[src/rtl/gfpds_pkg.sv]
// Constants, types and header check functions for the frame delineation block.
// How it works
// - Type flag bit set means the last four payload octets are a CRC-32 check.
// - Search tests every octet's last four octets; a header match enters tentative lock.
// - Tentative lock follows length fields and locks after a set count of good headers.
// - One bad header check in tentative lock returns to search at once.
// - Locked: multi-bit header error drops to search and raises server failure.
// - Idle frames are tracked like client frames, then dropped.
// - The confirmation count defaults to one.
// - Parallel trackers are optional; a single tracker is used here.
// - Payload descrambling uses self-synchronous x^43 + 1, most significant bit first.
// - Scrambling covers from after the header check to the frame's last octet.
// - Descrambler state is held while disabled, carrying across frames.
// - Descrambler is off in search and tentative lock.
// - Locked: descrambler runs only over the current frame's payload octets.
// - Length field counts payload octets; the next header follows them.
// - Lengths zero to three are control frames; client frames carry at least four.
// - The header check is a CRC-16 over the length field.
package gfpds_pkg;

   typedef enum logic [2:0] {
      search_state         = 3'h1,
      tentative_lock_state = 3'h2,
      locked_state         = 3'h4
   } gfpds_state_t;

   localparam int          SCR_LEN        = 43;
   localparam logic [15:0] HEC_POLY       = 16'h1021;
   localparam logic [15:0] HEC_INIT       = 16'h0000;
   localparam logic [1:0]  HDR_LAST       = 2'h3;
   localparam logic [15:0] MIN_CLIENT_LEN = 16'h0004;
   localparam logic [15:0] FCS_OCTETS     = 16'h0004;
   localparam logic [15:0] LAST_OCTET     = 16'h0001;
   localparam int          CHECK_FLAG_BIT = 4;
   localparam logic [3:0]  DELTA_DEFAULT  = 4'h1;

   localparam logic [7:0]  ADDR_CTRL      = 8'h00;
   localparam logic [7:0]  ADDR_STATUS    = 8'h04;
   localparam logic [7:0]  ADDR_INT_STAT  = 8'h08;
   localparam logic [7:0]  ADDR_INT_MASK  = 8'h0C;
   localparam logic [7:0]  ADDR_FRAMES    = 8'h10;
   localparam int          CTRL_CLR_BIT   = 8;
   localparam int          INT_LOFD       = 0;
   localparam int          INT_LOCK       = 1;
   localparam int          INT_CORR       = 2;
   localparam int          INT_W          = 3;
   localparam logic [1:0]  RESP_OKAY      = 2'h0;
   localparam logic [1:0]  RESP_SLVERR    = 2'h2;

   // Remainder of the length and check word; zero means a clean header.
   function automatic logic [15:0] hec_syndrome(input logic [31:0] w);
      logic [15:0] c;
      logic        fb;
      c = HEC_INIT;
      for (int i = 31; i >= 0; i--) begin
         fb = c[15] ^ w[i];
         c  = {c[14:0], 1'b0} ^ (fb ? HEC_POLY : 16'h0000);
      end
      return c;
   endfunction

   // Bit to flip for a single-bit error; all zero when the syndrome is not one.
   function automatic logic [31:0] hec_error_mask(input logic [15:0] syn);
      logic [31:0] m;
      m = 32'h0;
      for (int i = 0; i < 32; i++) begin
         if (syn != 16'h0000 && hec_syndrome(32'h1 << i) == syn) begin
            m[i] = 1'b1;
         end
      end
      return m;
   endfunction

endpackage

[src/rtl/gfpds_descrambler.sv]
// Self-synchronous x^43 + 1 payload descrambler, one octet per enabled cycle.
`timescale 1ns/100ps
`default_nettype none
module gfpds_descrambler #(
   parameter int LEN = gfpds_pkg::SCR_LEN
) (
   input  wire logic       sys_clk_i,
   input  wire logic       reset_n_i,
   input  wire logic       clear_i,
   input  wire logic       enable_i,
   input  wire logic [7:0] data_i,
   output logic      [7:0] data_o
);

   logic [LEN-1:0] shreg;
   logic [LEN-1:0] next_shreg;
   logic [LEN-1:0] walk;

   // Bits go through MSB first and the history is fed by received bits.
   always_comb begin
      walk = shreg;
      for (int i = 7; i >= 0; i--) begin
         data_o[i] = data_i[i] ^ walk[LEN-1];
         walk      = {walk[LEN-2:0], data_i[i]};
      end
      if (clear_i) begin
         next_shreg = '0;
      end else if (enable_i) begin
         next_shreg = walk;
      end else begin
         next_shreg = shreg;
      end
   end

   always_ff @(posedge sys_clk_i or negedge reset_n_i) begin
      if (!reset_n_i) begin
         shreg <= '0;
      end else begin
         shreg <= next_shreg;
      end
   end
endmodule
`default_nettype wire

[src/rtl/gfpds_framer.sv]
// Frame delineation, payload descrambling and AXI4-Lite control for the receive octet stream.
//
// Implementation choices: the placing of the registers and register access over AXI4-Lite.
`timescale 1ns/100ps
`default_nettype none
module gfpds_framer #(
   parameter int ADDR_W = 8
) (
   input  wire logic              sys_clk_i,
   input  wire logic              reset_n_i,
   input  wire logic [7:0]        rx_data_i,
   input  wire logic              rx_valid_i,
   output var  logic [7:0]        cl_data_o,
   output var  logic              cl_valid_o,
   output var  logic              cl_start_o,
   output var  logic              cl_fcs_o,
   output var  logic              cl_fcs_present_o,
   output var  logic              server_failure_indication_o,
   output var  logic              irq_o,
   input  wire logic [ADDR_W-1:0] s_axi_awaddr_i,
   input  wire logic              s_axi_awvalid_i,
   output var  logic              s_axi_awready_o,
   input  wire logic [31:0]       s_axi_wdata_i,
   input  wire logic [3:0]        s_axi_wstrb_i,
   input  wire logic              s_axi_wvalid_i,
   output var  logic              s_axi_wready_o,
   output var  logic [1:0]        s_axi_bresp_o,
   output var  logic              s_axi_bvalid_o,
   input  wire logic              s_axi_bready_i,
   input  wire logic [ADDR_W-1:0] s_axi_araddr_i,
   input  wire logic              s_axi_arvalid_i,
   output var  logic              s_axi_arready_o,
   output var  logic [31:0]       s_axi_rdata_o,
   output var  logic [1:0]        s_axi_rresp_o,
   output var  logic              s_axi_rvalid_o,
   input  wire logic              s_axi_rready_i
);

   gfpds_pkg::gfpds_state_t state, next_state;
   logic [3:0]  conf_cnt, next_conf_cnt;
   logic        in_pay, next_in_pay;
   logic [1:0]  hdr_cnt, next_hdr_cnt;
   logic [15:0] remain, next_remain;
   logic        first, next_first;
   logic        client_frm, next_client_frm;
   logic        fcs_pres, next_fcs_pres;
   logic [23:0] hdr_sh, next_hdr_sh;
   logic [7:0]  next_cl_data;
   logic        next_cl_valid, next_cl_start, next_cl_fcs, next_cl_fcs_present;
   logic [31:0] win, emask;
   logic [15:0] syn, load_len;
   logic        hdr_chk, load_frame, fcs_eff, desc_en;
   logic        ev_lofd, ev_lock, ev_corr;
   logic [7:0]  desc_data;

   logic [3:0]  delta, next_delta;
   logic        sw_clr, next_sw_clr;
   logic [gfpds_pkg::INT_W-1:0] int_stat, next_int_stat, int_mask, next_int_mask, ev_vec;
   logic [31:0] frames, next_frames;
   logic        aw_have, next_aw_have, w_have, next_w_have;
   logic [ADDR_W-1:0] aw_addr, next_aw_addr;
   logic [31:0] w_data, next_w_data;
   logic [3:0]  w_strb, next_w_strb;
   logic        next_bvalid, next_rvalid, next_arready, next_irq;
   logic [1:0]  next_bresp, next_rresp;
   logic [31:0] next_rdata;
   logic [7:0]  wr_addr, rd_addr;

   assign win     = {hdr_sh, rx_data_i};
   assign syn     = gfpds_pkg::hec_syndrome(win);
   assign emask   = gfpds_pkg::hec_error_mask(syn);
   assign desc_en = rx_valid_i && !sw_clr && in_pay
                    && state == gfpds_pkg::locked_state;

   gfpds_descrambler #(
      .LEN (gfpds_pkg::SCR_LEN)
   ) u_desc (
      .sys_clk_i (sys_clk_i),
      .reset_n_i (reset_n_i),
      .clear_i   (sw_clr),
      .enable_i  (desc_en),
      .data_i    (rx_data_i),
      .data_o    (desc_data)
   );

   // One tracker only: a second candidate found while tracking is not followed.
   always_comb begin
      next_state          = state;
      next_conf_cnt       = conf_cnt;
      next_in_pay         = in_pay;
      next_hdr_cnt        = hdr_cnt;
      next_remain         = remain;
      next_first          = first;
      next_client_frm     = client_frm;
      next_fcs_pres       = fcs_pres;
      next_hdr_sh         = hdr_sh;
      next_cl_data        = cl_data_o;
      next_cl_valid       = 1'b0;
      next_cl_start       = 1'b0;
      next_cl_fcs         = 1'b0;
      next_cl_fcs_present = cl_fcs_present_o;
      ev_lofd             = 1'b0;
      ev_lock             = 1'b0;
      ev_corr             = 1'b0;
      hdr_chk             = 1'b0;
      load_frame          = 1'b0;
      load_len            = win[31:16];
      fcs_eff             = first ? desc_data[gfpds_pkg::CHECK_FLAG_BIT] : fcs_pres;
      if (sw_clr) begin
         next_state  = gfpds_pkg::search_state;
         next_conf_cnt = '0;
         next_in_pay = 1'b0;
         next_hdr_cnt = '0;
         next_remain = '0;
         next_hdr_sh = '0;
      end else if (rx_valid_i) begin
         next_hdr_sh = win[23:0];
         if (state == gfpds_pkg::search_state) begin
            if (syn == gfpds_pkg::HEC_INIT) begin
               next_state    = gfpds_pkg::tentative_lock_state;
               next_conf_cnt = '0;
               load_frame    = 1'b1;
            end
         end else if (in_pay) begin
            if (first) begin
               next_fcs_pres = desc_data[gfpds_pkg::CHECK_FLAG_BIT];
            end
            if (state == gfpds_pkg::locked_state && client_frm) begin
               next_cl_valid = 1'b1;
               next_cl_data  = desc_data;
               next_cl_start = first;
               next_cl_fcs   = fcs_eff && remain <= gfpds_pkg::FCS_OCTETS;
               if (first) begin
                  next_cl_fcs_present = desc_data[gfpds_pkg::CHECK_FLAG_BIT];
               end
            end
            next_first  = 1'b0;
            next_remain = remain - gfpds_pkg::LAST_OCTET;
            if (remain == gfpds_pkg::LAST_OCTET) begin
               next_in_pay  = 1'b0;
               next_hdr_cnt = '0;
            end
         end else if (hdr_cnt != gfpds_pkg::HDR_LAST) begin
            next_hdr_cnt = hdr_cnt + 2'h1;
         end else begin
            hdr_chk = 1'b1;
            if (state == gfpds_pkg::tentative_lock_state) begin
               if (syn == gfpds_pkg::HEC_INIT) begin
                  load_frame = 1'b1;
                  if (({1'b0, conf_cnt} + 5'h01) >= {1'b0, delta}) begin
                     next_state = gfpds_pkg::locked_state;
                     ev_lock    = 1'b1;
                  end else begin
                     next_conf_cnt = conf_cnt + 4'h1;
                  end
               end else begin
                  next_state = gfpds_pkg::search_state;
               end
            end else if (syn == gfpds_pkg::HEC_INIT) begin
               load_frame = 1'b1;
            end else if (emask != 32'h0) begin
               load_frame = 1'b1;
               load_len   = win[31:16] ^ emask[31:16];
               ev_corr    = 1'b1;
            end else begin
               next_state = gfpds_pkg::search_state;
               ev_lofd    = 1'b1;
            end
         end
         if (load_frame) begin
            next_remain     = load_len;
            next_in_pay     = load_len != 16'h0000;
            next_hdr_cnt    = '0;
            next_first      = 1'b1;
            next_client_frm = load_len >= gfpds_pkg::MIN_CLIENT_LEN;
         end
      end
   end

   always_ff @(posedge sys_clk_i or negedge reset_n_i) begin
      if (!reset_n_i) begin
         state            <= gfpds_pkg::search_state;
         conf_cnt         <= '0;
         in_pay           <= 1'b0;
         hdr_cnt          <= '0;
         remain           <= '0;
         first            <= 1'b0;
         client_frm       <= 1'b0;
         fcs_pres         <= 1'b0;
         hdr_sh           <= '0;
         cl_data_o        <= '0;
         cl_valid_o       <= 1'b0;
         cl_start_o       <= 1'b0;
         cl_fcs_o         <= 1'b0;
         cl_fcs_present_o <= 1'b0;
         server_failure_indication_o <= 1'b1;
      end else begin
         state            <= next_state;
         conf_cnt         <= next_conf_cnt;
         in_pay           <= next_in_pay;
         hdr_cnt          <= next_hdr_cnt;
         remain           <= next_remain;
         first            <= next_first;
         client_frm       <= next_client_frm;
         fcs_pres         <= next_fcs_pres;
         hdr_sh           <= next_hdr_sh;
         cl_data_o        <= next_cl_data;
         cl_valid_o       <= next_cl_valid;
         cl_start_o       <= next_cl_start;
         cl_fcs_o         <= next_cl_fcs;
         cl_fcs_present_o <= next_cl_fcs_present;
         server_failure_indication_o <= next_state != gfpds_pkg::locked_state;
      end
   end

   // A write completes only once both address and data are held, in either order.
   always_comb begin
      next_aw_have  = aw_have;
      next_w_have   = w_have;
      next_aw_addr  = aw_addr;
      next_w_data   = w_data;
      next_w_strb   = w_strb;
      next_bvalid   = s_axi_bvalid_o;
      next_bresp    = s_axi_bresp_o;
      next_rvalid   = s_axi_rvalid_o;
      next_rresp    = s_axi_rresp_o;
      next_rdata    = s_axi_rdata_o;
      next_delta    = delta;
      next_sw_clr   = 1'b0;
      next_int_mask = int_mask;
      ev_vec        = '0;
      ev_vec[gfpds_pkg::INT_LOFD] = ev_lofd;
      ev_vec[gfpds_pkg::INT_LOCK] = ev_lock;
      ev_vec[gfpds_pkg::INT_CORR] = ev_corr;
      next_int_stat = int_stat;
      next_frames   = frames + {31'h0, next_cl_start};
      wr_addr       = 8'(aw_addr);
      rd_addr       = 8'(s_axi_araddr_i);
      if (s_axi_awvalid_i && s_axi_awready_o) begin
         next_aw_have = 1'b1;
         next_aw_addr = s_axi_awaddr_i;
      end
      if (s_axi_wvalid_i && s_axi_wready_o) begin
         next_w_have = 1'b1;
         next_w_data = s_axi_wdata_i;
         next_w_strb = s_axi_wstrb_i;
      end
      if (s_axi_bvalid_o && s_axi_bready_i) begin
         next_bvalid = 1'b0;
      end
      if (aw_have && w_have && !s_axi_bvalid_o) begin
         next_aw_have = 1'b0;
         next_w_have  = 1'b0;
         next_bvalid  = 1'b1;
         next_bresp   = gfpds_pkg::RESP_OKAY;
         if (wr_addr == gfpds_pkg::ADDR_CTRL) begin
            if (w_strb[0]) begin
               next_delta = w_data[3:0];
            end
            if (w_strb[1]) begin
               next_sw_clr = w_data[gfpds_pkg::CTRL_CLR_BIT];
            end
         end else if (wr_addr == gfpds_pkg::ADDR_INT_STAT) begin
            if (w_strb[0]) begin
               next_int_stat = int_stat & ~w_data[gfpds_pkg::INT_W-1:0];
            end
         end else if (wr_addr == gfpds_pkg::ADDR_INT_MASK) begin
            if (w_strb[0]) begin
               next_int_mask = w_data[gfpds_pkg::INT_W-1:0];
            end
         end else if (wr_addr != gfpds_pkg::ADDR_STATUS && wr_addr != gfpds_pkg::ADDR_FRAMES) begin
            next_bresp = gfpds_pkg::RESP_SLVERR;
         end
      end
      // An event in the clearing cycle survives the clear.
      next_int_stat = next_int_stat | ev_vec;
      if (s_axi_rvalid_o && s_axi_rready_i) begin
         next_rvalid = 1'b0;
      end
      if (s_axi_arvalid_i && s_axi_arready_o) begin
         next_rvalid = 1'b1;
         next_rresp  = gfpds_pkg::RESP_OKAY;
         next_rdata  = 32'h0;
         if (rd_addr == gfpds_pkg::ADDR_CTRL) begin
            next_rdata[3:0] = delta;
         end else if (rd_addr == gfpds_pkg::ADDR_STATUS) begin
            next_rdata[3:0] = {server_failure_indication_o, state};
         end else if (rd_addr == gfpds_pkg::ADDR_INT_STAT) begin
            next_rdata[gfpds_pkg::INT_W-1:0] = int_stat;
         end else if (rd_addr == gfpds_pkg::ADDR_INT_MASK) begin
            next_rdata[gfpds_pkg::INT_W-1:0] = int_mask;
         end else if (rd_addr == gfpds_pkg::ADDR_FRAMES) begin
            next_rdata = frames;
         end else begin
            next_rresp = gfpds_pkg::RESP_SLVERR;
         end
      end
      next_arready = !next_rvalid;
      next_irq     = |(next_int_stat & next_int_mask);
   end

   always_ff @(posedge sys_clk_i or negedge reset_n_i) begin
      if (!reset_n_i) begin
         aw_have         <= 1'b0;
         w_have          <= 1'b0;
         aw_addr         <= '0;
         w_data          <= '0;
         w_strb          <= '0;
         delta           <= gfpds_pkg::DELTA_DEFAULT;
         sw_clr          <= 1'b0;
         int_stat        <= '0;
         int_mask        <= '0;
         frames          <= '0;
         irq_o           <= 1'b0;
         s_axi_awready_o <= 1'b0;
         s_axi_wready_o  <= 1'b0;
         s_axi_bvalid_o  <= 1'b0;
         s_axi_bresp_o   <= gfpds_pkg::RESP_OKAY;
         s_axi_arready_o <= 1'b0;
         s_axi_rvalid_o  <= 1'b0;
         s_axi_rresp_o   <= gfpds_pkg::RESP_OKAY;
         s_axi_rdata_o   <= '0;
      end else begin
         aw_have         <= next_aw_have;
         w_have          <= next_w_have;
         aw_addr         <= next_aw_addr;
         w_data          <= next_w_data;
         w_strb          <= next_w_strb;
         delta           <= next_delta;
         sw_clr          <= next_sw_clr;
         int_stat        <= next_int_stat;
         int_mask        <= next_int_mask;
         frames          <= next_frames;
         irq_o           <= next_irq;
         s_axi_awready_o <= !next_aw_have;
         s_axi_wready_o  <= !next_w_have;
         s_axi_bvalid_o  <= next_bvalid;
         s_axi_bresp_o   <= next_bresp;
         s_axi_arready_o <= next_arready;
         s_axi_rvalid_o  <= next_rvalid;
         s_axi_rresp_o   <= next_rresp;
         s_axi_rdata_o   <= next_rdata;
      end
   end
endmodule
`default_nettype wire

[config.mk]
export PLATFORM = sky130hd
export DESIGN_NAME = gfpds_framer
export DESIGN_NICKNAME = d
export VERILOG_FILES = /design/src/rtl/gfpds_pkg.sv /design/src/rtl/gfpds_descrambler.sv /design/src/rtl/gfpds_framer.sv
export SDC_FILE = /design/constraint.sdc
export NUM_CORES = 1
export LEC_CHECK = 0
export CAP_MARGIN = 25
export CORE_MARGIN = 4
export CORE_UTILIZATION = 25
export CTS_CLUSTER_SIZE = 40
export DETAILED_ROUTE_END_ITERATION = 6
export DONT_BUFFER_PORTS = 1
export GPL_ROUTABILITY_DRIVEN = 0
export PLACE_DENSITY = 0.43
export SYNTH_ARGS = -nofsm -noshare
export SYNTH_HDL_FRONTEND = slang
export SYNTH_SLANG_ARGS = --single-unit
[constraint.sdc]
create_clock -name sys_clk_i -period 6.03 [get_ports sys_clk_i]
set_clock_uncertainty 0.05 [all_clocks]
set_input_delay 0.603 -clock sys_clk_i [delete_from_list [all_inputs] [get_ports sys_clk_i]]
set_output_delay 0.603 -clock sys_clk_i [all_outputs]
set_load 0.02 [all_outputs]
### Word level (Yosys, flattened, before mapping)

Cells that the tools add are included.

* flip-flop bits (word level): 215
* input bits: 68
* output and inout bits: 55

* add/subtract/negate cells: 5
* order comparisons: 3
* equal/unequal tests: 52
* muxes and demuxes: 203
* bitwise operators: 77
* reductions and logical operators: 75

Operator list (count)
* $xor A16 B13 Y16: 29
* $mux W13: 32
* $mux W16: 13
* $eq A16 B16 Y1 const A: 11
* $eq A15 B16 Y1 const A: 7
* $mux W1: 100
* $eq A14 B16 Y1 const A: 6
* $mux W43: 2
* $eq A13 B16 Y1 const A: 5
* $mux W3: 22
* $mux W29: 2
* $mux W28: 2
* $mux W24: 2
* $logic_and A1 B1 Y1: 45
* $mux W4: 11
* $xor A1 B1 Y1: 36
* $add A32 B1 Y32: 1
* $eq A8 B4 Y1 const B: 4
* $mux W2: 16
* $mux W32: 1
* $reduce_bool A16 Y1: 2
* $reduce_bool A32 Y1: 1
* $eq A10 B16 Y1 const A: 1
* $eq A11 B16 Y1 const A: 1
* 42 further kinds: 63

### Depth between registers and ports, before layout

* depth in word-level cells: 105
* gate-level depth with buffers: 18

### Modules after synthesis

A second synthesis with hierarchy kept.

* cell total of the unflattened synthesis: 1172
* area, all modules: 12470.7 µm²

By module, submodules not included
* gfpds_framer: instances 1, cells an instance 1025, area each 10621.4 µm²
* gfpds_descrambler: instances 1, cells an instance 147, area each 1849.3 µm²

### Worst setup path before layout

Ideal clock, no wire load.

* path type: reg2reg
* start point: register hdr_sh[21]
* end point: register remain[13]
* library setup time: 0.126 ns
* arrival: 4.232 ns
* required time: 5.854 ns
* setup slack: 1.622 ns
* cell stages (with the launch flop): 16
* buffers on the path: 2
* period minus slack after synthesis: 4.408 ns
* cell sequence: dfrtp_1 buf_2 xnor3_2 xnor2_2 xnor3_1 xnor2_2 nor2_1 nand2_1 or4_1 a2111oi_0 and4bb_1 and2_4 buf_6 o21ai_4 a21oi_2 a221o_1

* cells in the longest elaborated chain, start to end: 61
* elaborated cells on any way between the ends: 183
* classes of those cells: eq/ne (33); mux (67); bitwise (46); reduce/logical (37)

Ends and longest elaborated chain
* from (decl): RTL line gfpds_framer.sv:47 `logic [23:0] hdr_sh, next_hdr_sh;`
* from (signal assigned): RTL line gfpds_framer.sv:206 `hdr_sh <= next_hdr_sh;`
* $xor A1 B1 Y1: RTL line gfpds_pkg.sv:56 `fb = c[15] ^ w[i];`
* $mux W13: RTL line gfpds_pkg.sv:57 `c = {c[14:0], 1'b0} ^ (fb ? HEC_POLY : 16'h0000);`
* $xor A15 B13 Y15: RTL line gfpds_pkg.sv:57
* $xor A16 B13 Y16 (3 in series): RTL line gfpds_pkg.sv:57
* $xor A1 B1 Y1: RTL line gfpds_pkg.sv:56
* $mux W13: RTL line gfpds_pkg.sv:57
* $xor A16 B13 Y16 (4 in series): RTL line gfpds_pkg.sv:57
* $xor A1 B1 Y1: RTL line gfpds_pkg.sv:56
* (+40 left out)
* $mux W16 or $mux W1 (tied branches): RTL line gfpds_framer.sv:143 `end else if (hdr_cnt != gfpds_pkg::HDR_LAST) begin`
* $mux W16 or $mux W1 (tied branches): RTL line gfpds_framer.sv:124 `end else if (in_pay) begin`
* $mux W16 or $mux W1 (tied branches): RTL line gfpds_framer.sv:118 `if (state == gfpds_pkg::search_state) begin`
* $mux W16 or $mux W1 (tied branches): RTL line gfpds_framer.sv:116 `end else if (rx_valid_i) begin`
* $mux W16 or $mux W1 (tied branches): RTL line gfpds_framer.sv:109 `if (sw_clr) begin`
* $mux W16: RTL line gfpds_framer.sv:170 `if (load_frame) begin`
* $mux W16: RTL line gfpds_framer.sv:116
* $mux W16: RTL line gfpds_framer.sv:109
* to (signal assigned): RTL line gfpds_framer.sv:202 `remain <= next_remain;`
* to (decl): RTL line gfpds_framer.sv:43 `logic [15:0] remain, next_remain;`

Parallel ways exist; a longest one is shown, timed or not. The select of a mux whose other input is x is not followed.
A chain may end at the register's enable or synchronous reset.

### Worst setup path after layout

* start point: register hdr_sh[17]
* end point: register remain[13]

* cells in the longest elaborated chain, start to end: 55
* elaborated cells on any way between the ends: 173
* classes of those cells: eq/ne (33); mux (64); bitwise (39); reduce/logical (37)

Ends and longest elaborated chain (RTL line)
* $xor A1 B1 Y1 *: gfpds_pkg.sv:56
* $mux W13 *: gfpds_pkg.sv:57
* $xor A16 B13 Y16 * (4 in series): gfpds_pkg.sv:57
* $xor A1 B1 Y1: gfpds_pkg.sv:56
* $mux W13: gfpds_pkg.sv:57
* $xor A16 B13 Y16 * (4 in series): gfpds_pkg.sv:57
* $xor A1 B1 Y1: gfpds_pkg.sv:56
* $mux W13: gfpds_pkg.sv:57
* (+33 left out)
* $mux W16 or $mux W1 (tied branches): gfpds_framer.sv:143
* $mux W16 or $mux W1 (tied branches): gfpds_framer.sv:124
* $mux W16 or $mux W1 (tied branches): gfpds_framer.sv:118
* $mux W16 or $mux W1 (tied branches): gfpds_framer.sv:116
* $mux W16 or $mux W1 (tied branches): gfpds_framer.sv:109
* $mux W16: gfpds_framer.sv:170
* $mux W16: gfpds_framer.sv:116
* $mux W16: gfpds_framer.sv:109

Mark *: on every way between the ends. The rest lies on a longest branch, timed or not. The select of a mux whose other input is x is not followed.

==> results.cfg <==
[cts]
hold_buffers = 1
cts.sinks = 209
clock_latency_ns = 0.53
postCtsSetupBuffers = 0
clk_transition_reported_paths_ns = 0.06
cts_buffer_depth = 3
tritoncts.num_buffers = 24
h-tree-depth = 1
cts_tree = done
clk_root_buffer_cell = clkbuf_16
ctsResizeCount = 0

[critical_path]
worstPathRequired_ns = 6.38
reg2reg_to = remain[13]$_DFFE_PN0P_
timing.critical_path.arrival_ns = 5.84
timing.critical_path.buf_inv = 2
crit_path_top_delay_cell = xnor3_1
r2r_cells = 15
critPathKind = flip-flop to flip-flop
crit_path_max_incr_delay_ns = 0.64
crit_chain = xnor3_2, xnor2_2, xnor3_1, xnor2_2, nor2_1, nand2_1, or4_1, a2111oi_0, buf_4, and4bb_1, and2_4, o21ai_4, buf_4, nor2_1, a221o_1
ff2ff_setup_slack_ns = 0.54
critPathTopFamily = XOR/XNOR gates
cp-start-kind = flip-flop
worstPathMaxFanout = 12
worstSetupEndpointType = flip-flop
timing.rr.start = hdr_sh[17]$_DFFE_PN0N_

[final_layout]
drive_above_1_share_pct = 10.5
ff_latch_area_um2 = 5240
num-fill-cells = 5011
insertedDiodeCount = 0
area.growth.synth_to_final_pct = 12.6
multi_input_area_um2 = 6520
num-nets-final = 1321

[yosys]
postSynth.asyncResetShare_pct = 100
post-synth-top-count-cell = dfrtp_1
ys_types = 85
synth_seq_area_share_pct = 43.0
cell_type_with_the_largest_total_area_after_synthesis = dfrtp_1
cells_taking_the_most_area_after_synthesis = dfrtp_1, xnor2_1, nand2_1
cell_area_after_synthesis_um2 = 12200
synth_adder_area_share_pct = 1.13
synth.mux.area_fraction_pct = 4.13
simple_gate_share_of_the_synthesized_area_pct = 19.9
top_cells_by_instance_count_after_synthesis = dfrtp_1, nand2_1, nor2_1, xnor2_1, a21oi_1
synth_compound_area_share_pct = 12.1
postSynthCellCount = 1255
synth.ff_latch_count = 209
ys.flop_type = dfrtp_1
area_share_of_the_leading_cell_type_in_the_synthesized_netlist_pct = 42.4
synth_xor_xnor_area_share_pct = 16.2
yosysWarningCount = 0
avgSynthCellArea_um2 = 9.70
synth_top_family_by_area = simple AND/OR/NAND/NOR gates
synth_edf_count = 0

[timing]
hold_viol_final = 0
final_critical_delay_including_setup_and_external_delays_ns = 5.49
finalCritPeriodShare_pct = 91.0
worstMarginPinSlew_ns = 1.05
setup_tns_ns = 0
slew_headroom_pct = 30.1
setup_viol = 0
timing_max_transition_violations_final = 0
max_clock_freq_mhz = 182
postLayoutSetupSlackWorst_ns = 0.545
grt_setup_unrepaired = no
final.hold.worst_slack_ns = 0.126

[drt]
drt-total-wl_um = 33000
drt_first_iter_violations = 705
num_vias = 9129
final_antenna_net_count = 0
avgViaCountPerCell = 4.87
drc_errors = 0
drt_pass1_iterations = 6
routed_wire_length_per_instance_um = 17.6

[placed_design]
placement.setup.worst_slack_ns = 0.601
placement.io_buffers = 0
hpwl_after_detailed_placement_um = 23400

[global_route]
initial_antenna_violation_count = 0
grt_start_max_net_pins = 210
grt_pass1_vias = 9232
global_route.overflow_total = 0
grt_pass1_wl_um = 52500
global_route.usage.total_pct = 12.2

[floorplanning]
floorplan.initialDensity_pct = 25.4
core_area_um2 = 47900
top_level_ports = 123
fp.dieW_um = 229
row_count = 80
die_area_um2 = 52300
die_h_um = 229

[worst_hold_path]
hold_class = input pin to async pin

[outcome]
outcome = finished, final reports clean

[flow_run]
timing.max_cap.violations = 0
-- kinds of logic (layout without fill, tap and decap cells) --
kind of cell / count (synthesis) / in the layout
AND/OR/NAND/NOR: 505 / 505
AO/OA/AOI/OAI: 221 / 221
flip-flops: 209 / 209
XOR/XNOR: 160 / 160
buffers and inverters: 100 / 104
multiplexers: 48 / 48
adder cells (fa/ha/maj): 11 / 11
other: 1 / 2
-- registers in the layout, indices dropped and copies added, names as in the netlist, 2 cells and up --
register,flops
aw_addr,8
cl_data_o,8
conf_cnt,4
delta,4
frames,32
hdr_cnt,2
hdr_sh,24
int_mask,3
int_stat,3
remain,16
s_axi_rdata_o,32
state,3
u_desc.shreg,43
w_data,5
w_strb,2
-- cell type report --
type                            count  area share (%)
Multi-Input combinational cell    947            47.6
Timing Repair Buffer               29            1.73
Sequential cell                   209            38.2
Tap cell                          615            5.61
Inverter                           31           0.849
Clock buffer                       34            5.31
Clock inverter                     10           0.694
-- metrics by stage --
stage / util (%) / cells / instance area (um^2)
after global routing: 28.6 / 1875 / 13700
after detailed placement: 26.8 / 1830 / 12900
after floorplan: - / 1256 / 12200
after CTS: 28.6 / 1875 / 13700
final: 28.6 / 1875 / 13700
after global placement: 26.8 / 1830 / 12900
-- placed cells by master, fill, tap and decap left out, types with 5 or more instances in the layout --
cell type / count
nor3_1: 34
o211ai_1: 10
or4_1: 5
a211oi_1: 7
xor2_1: 28
mux2i_1: 30
buf_4: 28
nor2b_1: 7
xnor3_1: 18
or3_1: 5
clkinv_2: 5
ha_1: 11
dfrtp_1: 205
inv_1: 31
and2_1: 8
clkbuf_16: 24
xnor2_1: 89
and3_1: 19
xnor2_2: 6
o22ai_1: 7
nor2_1: 96
o32ai_1: 5
a22o_1: 28
nand2b_1: 9
nand3_1: 58
nand4_1: 24
mux2_2: 18
nand2_1: 188
clkbuf_8: 9
o31ai_1: 6
o21ai_0: 45
a21oi_1: 70
nor4_1: 21
nor3b_1: 5
xnor3_2: 5
-- per-layer routing --
metal,share of wire [%],GRT usage [%],routed length [um],up-vias
met4,2.2,3.44,725,0
met2,46,20.1,15200,272
li1,-,-,-,4388
met3,5.9,1.78,1940,51
met1,46,16.7,15100,4418
met5,0,0,0,-
-- worst max path at each step --
stage                      startpoint                      to  cells after the start
5_1_grt        hdr_sh[17]$_DFFE_PN0N_  remain[15]$_DFFE_PN0P_                     15
2_1_floorplan  hdr_sh[21]$_DFFE_PN0N_  remain[13]$_DFFE_PN0P_                     15
4_1_cts        hdr_sh[17]$_DFFE_PN0N_  remain[13]$_DFFE_PN0P_                     15
3_5_place_dp   hdr_sh[17]$_DFFE_PN0N_  remain[13]$_DFFE_PN0P_                     15
6_report       hdr_sh[17]$_DFFE_PN0N_  remain[13]$_DFFE_PN0P_                     15
3_3_place_gp   hdr_sh[17]$_DFFE_PN0N_  remain[13]$_DFFE_PN0P_                     15
Power is left out: the tool's default activity adds up to more than one toggle a clock period on the data nets, which glitch-free logic cannot reach.
